### src/rtl/ncp_pkg.sv
//----------------------------------------------------------------------
// Purpose: Constants for the numeric coprocessor register bank
// Assumes: 16-bit status, control and tag words
// Notes:   Field positions and reset values are named here only once
//----------------------------------------------------------------------
package ncp_pkg;

    // Status word fields
    localparam int          SW_EXC_LSB   = 0;
    localparam int          SW_EXC_W     = 6;
    localparam int          SW_ES_BIT    = 7;
    localparam int          SW_CC_LSB    = 8;
    localparam int          SW_CC_W      = 4;
    localparam int          SW_TOP_LSB   = 12;
    localparam int          SW_TOP_W     = 3;
    localparam int          SW_BUSY_BIT  = 15;

    // Control word fields
    localparam int          CW_MASK_LSB  = 0;
    localparam int          CW_PC_LSB    = 8;
    localparam int          CW_RC_LSB    = 10;
    localparam int          CW_IC_BIT    = 12;
    localparam logic [15:0] CW_RESET     = 16'h033F;
    localparam logic [15:0] CW_WMASK     = 16'h1F3F;

    // Tag word and stack top reset
    localparam logic [15:0] TW_RESET     = 16'hFFFF;
    localparam logic [2:0]  TOP_RESET    = 3'h0;

    // Precision control encodings
    localparam logic [1:0]  PC_24        = 2'h0;
    localparam logic [1:0]  PC_53        = 2'h2;
    localparam logic [1:0]  PC_64        = 2'h3;

    // Rounding control encodings
    typedef enum logic [1:0] {
        NCP_RND_NEAREST = 2'b00,
        NCP_RND_DOWN    = 2'b01,
        NCP_RND_UP      = 2'b10,
        NCP_RND_CHOP    = 2'b11
    } ncp_round_t;

    // Environment image
    localparam int          ENV_WORDS    = 7;
    localparam logic [2:0]  ENV_LAST     = 3'h6;
    localparam int          REAL_ADDR_W  = 20;
    localparam int          OPCODE_W     = 11;
    localparam int          PTR_W        = 32;

    // Environment store sequencer states
    typedef enum logic [0:0] {
        NCP_ENV_IDLE = 1'b0,
        NCP_ENV_SEND = 1'b1
    } ncp_env_state_t;

endpackage

### src/rtl/ncp_regs.sv
//----------------------------------------------------------------------
// Purpose: Status, control, tag and pointer registers of the coprocessor
// Assumes: Single clock, datapath and host handshake are outside
//----------------------------------------------------------------------
`timescale 1ns/100ps

module ncp_regs #(
    parameter int NUM_REGS = 8,
    parameter int NUM_EXC  = 6
) (
    // Clock and reset
    input  wire logic                sys_clk,
    input  wire logic                rst_n,
    // Word loads from the host data channel
    input  wire logic                cw_load,
    input  wire logic [15:0]         cw_load_data,
    input  wire logic                tw_load,
    input  wire logic [15:0]         tw_load_data,
    input  wire logic                exc_clear,
    // Execution unit status
    input  wire logic                exec_busy,
    input  wire logic [NUM_EXC-1:0]  exc_detect,
    input  wire logic                cc_update,
    input  wire logic [3:0]          cc_value,
    input  wire logic                stack_push,
    input  wire logic                stack_pop,
    input  wire logic                tag_upd,
    input  wire logic [2:0]          tag_upd_idx,
    input  wire logic [1:0]          tag_upd_val,
    input  wire logic                int_operand,
    // Instruction issue
    input  wire logic                insn_issue,
    input  wire logic                prot_mode,
    input  wire logic                has_prefix,
    input  wire logic [31:0]         prefix_addr,
    input  wire logic [31:0]         escape_addr,
    input  wire logic                has_operand,
    input  wire logic [31:0]         operand_addr,
    input  wire logic [10:0]         insn_opcode,
    // Environment store requests
    input  wire logic                store_environment_op,
    input  wire logic                save_full_state_op,
    // Register read-back
    output logic      [15:0]         status_word_ff,
    output logic      [15:0]         control_word_ff,
    output logic      [15:0]         tag_word_ff,
    // Options toward the datapath
    output logic      [1:0]          prec_sel_ff,
    output logic      [1:0]          round_sel_ff,
    output logic                     affine_inf_ff,
    // Error line toward the host
    output logic                     error_n_ff,
    // Environment image stream
    output logic                     env_valid_ff,
    output logic      [2:0]          env_idx_ff,
    output logic      [15:0]         env_data_ff
);

    //------------------------------------------------------------------
    // Internal state
    //------------------------------------------------------------------
    logic [NUM_EXC-1:0] exc_flags_ff;
    logic [NUM_EXC-1:0] nxt_exc_flags;
    logic [15:0]        ctrl_ff;
    logic [2:0]         top_ff;
    logic [3:0]         cc_ff;
    logic [1:0]         tags_ff [NUM_REGS];
    logic [31:0]        insn_ptr_ff;
    logic [31:0]        data_ptr_ff;
    logic [10:0]        opcode_ff;
    logic               ptr_prot_ff;
    logic               error_summary;
    logic [15:0]        nxt_status;
    logic [15:0]        tag_flat;
    logic [15:0]        env_word;
    logic [2:0]         env_cnt_ff;
    ncp_pkg::ncp_env_state_t env_state_ff;

    //------------------------------------------------------------------
    // Exception flags and error summary
    //------------------------------------------------------------------

    // Sticky flags; a new detection wins over a clear
    always_comb begin
        nxt_exc_flags = exc_flags_ff;
        if (exc_clear) begin
            nxt_exc_flags = '0;
        end
        nxt_exc_flags = nxt_exc_flags | exc_detect;
    end

    always_ff @(posedge sys_clk or negedge rst_n) begin
        if (!rst_n) begin
            exc_flags_ff <= '0;
        end else begin
            exc_flags_ff <= nxt_exc_flags;
        end
    end

    // Unmasked flags raise the summary
    assign error_summary = |(nxt_exc_flags
                             & ~ctrl_ff[ncp_pkg::CW_MASK_LSB +: NUM_EXC]);

    // Error line, active low, registered with the status word
    always_ff @(posedge sys_clk or negedge rst_n) begin
        if (!rst_n) begin
            error_n_ff <= 1'b1;
        end else begin
            error_n_ff <= ~error_summary;
        end
    end

    //------------------------------------------------------------------
    // Control word
    //------------------------------------------------------------------

    // Loaded only by a word transfer from memory
    always_ff @(posedge sys_clk or negedge rst_n) begin
        if (!rst_n) begin
            ctrl_ff <= ncp_pkg::CW_RESET;
        end else if (cw_load) begin
            ctrl_ff <= cw_load_data & ncp_pkg::CW_WMASK;
        end
    end

    // Option fields decoded for the datapath
    always_ff @(posedge sys_clk or negedge rst_n) begin
        if (!rst_n) begin
            prec_sel_ff   <= ncp_pkg::PC_64;
            round_sel_ff  <= ncp_pkg::NCP_RND_NEAREST;
            affine_inf_ff <= ncp_pkg::CW_RESET[ncp_pkg::CW_IC_BIT];
        end else begin
            // Integer work is never shortened by the precision field
            if (int_operand) begin
                prec_sel_ff <= ncp_pkg::PC_64;
            end else begin
                prec_sel_ff <= ctrl_ff[ncp_pkg::CW_PC_LSB +: 2];
            end
            round_sel_ff  <= ctrl_ff[ncp_pkg::CW_RC_LSB +: 2];
            affine_inf_ff <= ctrl_ff[ncp_pkg::CW_IC_BIT];
        end
    end

    // Same registered path for every precision, so no latency change
    always_ff @(posedge sys_clk or negedge rst_n) begin
        if (!rst_n) begin
            control_word_ff <= ncp_pkg::CW_RESET;
        end else begin
            control_word_ff <= ctrl_ff;
        end
    end

    //------------------------------------------------------------------
    // Stack top and condition codes
    //------------------------------------------------------------------

    // Push moves down, pop moves up; both together cancel
    always_ff @(posedge sys_clk or negedge rst_n) begin
        if (!rst_n) begin
            top_ff <= ncp_pkg::TOP_RESET;
        end else if (stack_push && !stack_pop) begin
            top_ff <= top_ff - 3'h1;
        end else if (stack_pop && !stack_push) begin
            top_ff <= top_ff + 3'h1;
        end
    end

    // Condition codes from the last arithmetic outcome
    always_ff @(posedge sys_clk or negedge rst_n) begin
        if (!rst_n) begin
            cc_ff <= 4'h0;
        end else if (cc_update) begin
            cc_ff <= cc_value;
        end
    end

    //------------------------------------------------------------------
    // Tag word, one entry per physical register
    //------------------------------------------------------------------
    for (genvar gi = 0; gi < NUM_REGS; gi++) begin : g_tag
        // Whole-word load wins over a single update
        always_ff @(posedge sys_clk or negedge rst_n) begin
            if (!rst_n) begin
                tags_ff[gi] <= ncp_pkg::TW_RESET[2*gi +: 2];
            end else if (tw_load) begin
                tags_ff[gi] <= tw_load_data[2*gi +: 2];
            end else if (tag_upd && (tag_upd_idx == 3'(gi))) begin
                tags_ff[gi] <= tag_upd_val;
            end
        end
        assign tag_flat[2*gi +: 2] = tags_ff[gi];
    end

    // Tag read-back
    always_ff @(posedge sys_clk or negedge rst_n) begin
        if (!rst_n) begin
            tag_word_ff <= ncp_pkg::TW_RESET;
        end else begin
            tag_word_ff <= tag_flat;
        end
    end

    //------------------------------------------------------------------
    // Status word
    //------------------------------------------------------------------

    // Assemble fields; bit 6 reads as zero
    always_comb begin
        nxt_status = 16'h0000;
        nxt_status[ncp_pkg::SW_EXC_LSB +: NUM_EXC] = nxt_exc_flags;
        nxt_status[ncp_pkg::SW_ES_BIT] = error_summary;
        nxt_status[ncp_pkg::SW_CC_LSB +: ncp_pkg::SW_CC_W] = cc_ff;
        nxt_status[ncp_pkg::SW_TOP_LSB +: ncp_pkg::SW_TOP_W] = top_ff;
        nxt_status[ncp_pkg::SW_BUSY_BIT] = exec_busy | error_summary;
    end

    always_ff @(posedge sys_clk or negedge rst_n) begin
        if (!rst_n) begin
            status_word_ff <= 16'h0000;
        end else begin
            status_word_ff <= nxt_status;
        end
    end

    //------------------------------------------------------------------
    // Instruction and operand pointer capture
    //------------------------------------------------------------------

    // Taken at each numeric instruction issue
    always_ff @(posedge sys_clk or negedge rst_n) begin
        if (!rst_n) begin
            insn_ptr_ff <= 32'h0000_0000;
            opcode_ff   <= 11'h000;
            ptr_prot_ff <= 1'b0;
        end else if (insn_issue) begin
            insn_ptr_ff <= has_prefix ? prefix_addr : escape_addr;
            opcode_ff   <= insn_opcode;
            ptr_prot_ff <= prot_mode;
        end
    end

    // Operand pointer only when the instruction has one
    always_ff @(posedge sys_clk or negedge rst_n) begin
        if (!rst_n) begin
            data_ptr_ff <= 32'h0000_0000;
        end else if (insn_issue && has_operand) begin
            data_ptr_ff <= operand_addr;
        end
    end

    //------------------------------------------------------------------
    // Environment store sequencer
    //------------------------------------------------------------------

    // Word formatter for the current index
    ncp_env_fmt u_env_fmt (
        .word_idx  (env_cnt_ff),
        .prot_mode (ptr_prot_ff),
        .ctrl_word (ctrl_ff),
        .stat_word (nxt_status),
        .tag_word  (tag_flat),
        .insn_ptr  (insn_ptr_ff),
        .data_ptr  (data_ptr_ff),
        .opcode    (opcode_ff),
        .env_word  (env_word)
    );

    // Seven words, one a cycle; requests while sending are ignored
    always_ff @(posedge sys_clk or negedge rst_n) begin
        if (!rst_n) begin
            env_state_ff <= ncp_pkg::NCP_ENV_IDLE;
            env_cnt_ff   <= 3'h0;
        end else begin
            case (env_state_ff)
                ncp_pkg::NCP_ENV_IDLE: begin
                    env_cnt_ff <= 3'h0;
                    if (store_environment_op || save_full_state_op) begin
                        env_state_ff <= ncp_pkg::NCP_ENV_SEND;
                    end
                end
                ncp_pkg::NCP_ENV_SEND: begin
                    if (env_cnt_ff == ncp_pkg::ENV_LAST) begin
                        env_state_ff <= ncp_pkg::NCP_ENV_IDLE;
                        env_cnt_ff   <= 3'h0;
                    end else begin
                        env_cnt_ff <= env_cnt_ff + 3'h1;
                    end
                end
                default: begin
                    env_state_ff <= ncp_pkg::NCP_ENV_IDLE;
                    env_cnt_ff   <= 3'h0;
                end
            endcase
        end
    end

    // Registered stream outputs
    always_ff @(posedge sys_clk or negedge rst_n) begin
        if (!rst_n) begin
            env_valid_ff <= 1'b0;
            env_idx_ff   <= 3'h0;
            env_data_ff  <= 16'h0000;
        end else begin
            env_valid_ff <= (env_state_ff == ncp_pkg::NCP_ENV_SEND);
            env_idx_ff   <= env_cnt_ff;
            env_data_ff  <= env_word;
        end
    end

endmodule

### src/rtl/ncp_env_fmt.sv
//----------------------------------------------------------------------
// Purpose: Selects one word of the stored environment image
// Assumes: Pointers already captured by the register bank
// Notes:   Purely combinational; the caller registers the result
//----------------------------------------------------------------------
`timescale 1ns/100ps

module ncp_env_fmt (
    // Selection
    input  wire logic [2:0]  word_idx,
    input  wire logic        prot_mode,
    // Captured state
    input  wire logic [15:0] ctrl_word,
    input  wire logic [15:0] stat_word,
    input  wire logic [15:0] tag_word,
    input  wire logic [31:0] insn_ptr,
    input  wire logic [31:0] data_ptr,
    input  wire logic [10:0] opcode,
    // Result
    output logic      [15:0] env_word
);

    // Word order: control, status, tag, code pointer, data pointer
    always_comb begin
        env_word = 16'h0000;
        case (word_idx)
            3'h0: env_word = ctrl_word;
            3'h1: env_word = stat_word;
            3'h2: env_word = tag_word;
            3'h3: env_word = insn_ptr[15:0];
            3'h4: begin
                if (prot_mode) begin
                    env_word = insn_ptr[31:16];
                end else begin
                    env_word = {insn_ptr[19:16], 1'b0, opcode};
                end
            end
            3'h5: env_word = data_ptr[15:0];
            3'h6: begin
                if (prot_mode) begin
                    env_word = data_ptr[31:16];
                end else begin
                    env_word = {data_ptr[19:16], 12'h000};
                end
            end
            default: env_word = 16'h0000;
        endcase
    end

endmodule

### config.mk
export PLATFORM = sky130hd
export DESIGN_NAME = ncp_regs
export DESIGN_NICKNAME = d
export VERILOG_FILES = /design/src/rtl/ncp_pkg.sv /design/src/rtl/ncp_regs.sv /design/src/rtl/ncp_env_fmt.sv
export SDC_FILE = /design/constraint.sdc
export NUM_CORES = 1
export LEC_CHECK = 0
export BUFFER_PORTS_ARGS = -buffer_cell sky130_fd_sc_hd__buf_4
export CAP_MARGIN = 20
export CORE_UTILIZATION = 49
export CTS_CLUSTER_DIAMETER = 40
export CTS_CLUSTER_SIZE = 30
export DETAILED_ROUTE_END_ITERATION = 6
export PLACE_DENSITY = 0.78
export REMOVE_ABC_BUFFERS = 1
export SLEW_MARGIN = 40
export SYNTH_ARGS = -nofsm -noshare
export SYNTH_HDL_FRONTEND = slang
export SYNTH_SLANG_ARGS = --single-unit
### constraint.sdc
create_clock -name sys_clk -period 4 [get_ports sys_clk]
set_input_delay 1.2 -clock sys_clk [delete_from_list [all_inputs] [get_ports sys_clk]]
set_output_delay 1.2 -clock sys_clk [all_outputs]
set_load 0.05 [all_outputs]
==> impl_metrics.py <==
metrics = {
    "sta": {
        "setup_tns_ns": 0,
        "maxSlewViolCount": 0,
        "slew-limit-headroom": 0.420,
        "fin_ws_ns": 1.63,
        "final_hold_viol_count": 0,
        "setup_viol": 0,
        "clock_skew_ns": 0.00721,
        "fmax_mhz": 422,
        "min_period_ns": 2.37,
        "worst_slew_pin_slew_ns": 0.867,
        "holdWs_ns": 0.376,
        "rsz0062_at_grt": "false",
        "period_share": 0.593,
    },
    "synth": {
        "synth.cell_area_sq_um": 7550,
        "yosys.area.top_type": "dfrtp_1",
        "synthTopCellsByCount": "dfrtp_1, mux2_2, mux2i_1",
        "ys_seq_area_frac": 0.601,
        "ys_types": 41,
        "yosysMostFrequentCell": "dfrtp_1",
        "synthTopCellsByArea": "dfrtp_1, dfstp_2, mux2_2, mux2i_1, a21oi_1",
        "async_reset_ff_frac": 1.00,
        "syn-instance-count": 599,
        "yosys_warnings": 0,
        "synth_top_area_frac": 0.424,
        "synth-edff-count": 0,
        "yosys_register_bits": 179,
        "synthFlopType": "dfrtp_1",
        "avgSynthCellArea_sq_um": 12.6,
    },
    "pwr": {
        "p_int_mw": 3.84,
        "power_density_nw_per_um2": 594,
        "ir_worst_vdd_mv": 0.368,
        "swShare": 0.354,
        "p_leak_nw": 4.58,
        "combPwrFrac": 0.308,
        "p_seq_frac": 0.408,
        "power_frac_clock": 0.284,
        "switching_power_mw": 2.10,
    },
    "clocking": {
        "h-tree-depth": 4,
        "clockRootBuffer": "clkbuf_16",
        "numCtsBuffers": 17,
        "cts_tree": "yes",
        "clock_sinks": 179,
        "post-cts-setup-buffers": 0,
        "clkSlewWorstSetupHoldPaths_ns": 0.06,
        "ctsResizeCount": 0,
        "clk_latency_ns": 0.43,
        "clockBufferDepth": 2,
        "cts_hold_buf": 0,
    },
    "min_path": {
        "worst_hold_path_type": "flip-flop to flip-flop",
    },
    "drt": {
        "ant_nets": 0,
        "drc": 0,
        "drt_pre_antenna_iters": 5,
        "vias": 5588,
        "drt-vias-per-instance": 5.49,
        "avgRoutedWirePerCell_um": 19.3,
        "wl_mm": 19.6,
        "drt_iter0_markers": 339,
    },
    "job": {
        "cap_violations": 0,
    },
    "grt": {
        "grt_pass1_vias": 5766,
        "grt_pass1_wl_mm": 30.7,
        "antenna_found_initial": 0,
        "overflow": 0,
        "track_usage": 0.257,
        "grt_max_degree": 85,
    },
    "final_layout": {
        "drive_gt1_frac": 0.493,
        "fill_cells": 1136,
        "multi_input_area_sq_um": 2760,
        "fin_cells": 1017,
        "n_antenna_cell": 0,
        "syn_to_final_growth_pct": 32.4,
        "fin_nets": 990,
        "regArea_sq_um": 4540,
    },
    "critical_path": {
        "path_delay_family": "compound AO/OA/AOI/OAI gates",
        "arrival_ns": 2.65,
        "critical_path_buf_inv_count": 1,
        "end_kind": "flip-flop",
        "cp-start-kind": "flip-flop",
        "worst_ep_required_time_ns": 4.28,
        "crit_chain": "inv_1 > ha_1 > a222oi_1 > o211ai_1",
        "critical_path.max_fanout": 16,
        "crit_path_max_incr_delay_ns": 0.71,
        "timing_worst_setup_path_type": "flip-flop to flip-flop",
        "slowest_stage": "dfrtp_1",
    },
    "die": {
        "core_sq_um": 15100,
        "die_area_sq_um": 15900,
        "start_util": 0.499,
        "rows": 45,
        "die_h_um": 126,
        "io_pins": 245,
        "die_w_um": 126,
    },
    "placed_design": {
        "gp_congestion": 0.781,
        "port_buffers": 233,
        "dpl.hpwl_mm": 13.9,
        "place_worst_setup_slack_ns": 1.28,
        "dp.cells": 985,
    },
    "run_status": {
        "status": "finished clean",
    },
}
-- state kept, by name, summed over array words and instances (netlist names), 2 cells and up --
name and cells:
status_word_ff 10, control_word_ff 10, ctrl_ff 11, prec_sel_ff 2, env_cnt_ff 3, env_idx_ff 3
tag_word_ff 16, exc_flags_ff 5, cc_ff 4, env_data_ff 16, top_ff 3, insn_ptr_ff 32
data_ptr_ff 32, tag_flat 16, opcode_ff 11
-- power by group through the flow --
stage	Clock (mW)	Sequential [mW]	Combinational, mW
after floorplan	0	2.92	0.590
after global placement	0	2.43	1.79
after detailed placement	0	2.45	1.83
after CTS	1.71	2.42	1.84
after global routing	1.78	2.46	1.95
final	1.69	2.42	1.83
-- routing by layer --
metal / track usage / wire length (um) / vias up
li1: - / - / 2550
met1: 0.328 / 8110 / 2797
met2: 0.434 / 9990 / 220
met3: 0.0603 / 1150 / 21
met4: 0.0843 / 337 / 0
met5: 0 / 0 / -
-- logic make-up (layout without fill, tap and decap cells) --
| group | after synthesis | in the layout | synth area share |
|---|---|---|---|
| DFF | 179 | 179 | 0.601 |
| other | 1 | 6 | 0.000496 |
| muxes | 136 | 136 | 0.195 |
| buffers and inverters | 59 | 284 | 0.0389 |
| xor gates and xnor gates | 3 | 3 | 0.00348 |
| and+or+nand+nor | 114 | 114 | 0.0679 |
| AOI/OAI and AO/OA | 104 | 104 | 0.0871 |
| adders and majority gates | 3 | 3 | 0.00596 |
-- per-stage QoR --
stage | total power, mW | utilization | instance area, sq um
floorplan | 3.51 | - | 7330
global placement | 4.22 | 0.619 | 9380
detailed placement | 4.28 | 0.621 | 9400
CTS | 5.97 | 0.660 | 10000
global route | 6.19 | 0.660 | 10000
finish | 5.94 | 0.660 | 10000
-- final cells by class --
type	count	share of cell area
sequential	179	0.454
multi-input combinational	366	0.276
tap	188	0.0235
clock buffer	19	0.0443
clock inverter	13	0.0160
inverter	13	0.00488
timing repair buffer	239	0.181
-- final timing paths --
check	start	to	slack (ns)	cells past startpoint
worst max register to register	env_cnt_ff[2]	env_data_ff[8]	1.63	4
worst max-delay path	env_cnt_ff[2]	env_data_ff[8]	1.63	4
worst min-delay path	tag_flat[11]	tag_word_ff[11]	0.38	0
min in group asynchronous	rst_n	top_ff[1]	0.79	1
max in group asynchronous	rst_n	prec_sel_ff[1]	2.28	2
worst min register to register	tag_flat[11]	tag_word_ff[11]	0.38	0
-- cells in the final DEF, fill, tap and decap left out, drive strengths merged, types with 20 or more instances in the layout --
cell type and n:
dfstp 51, a21oi 39, o21ai 26, buf 238, nand2 45, clkbuf 20
dfrtp 128, mux2 77, nor2 41, mux2i 58
Power figures use the tool's default switching activity.
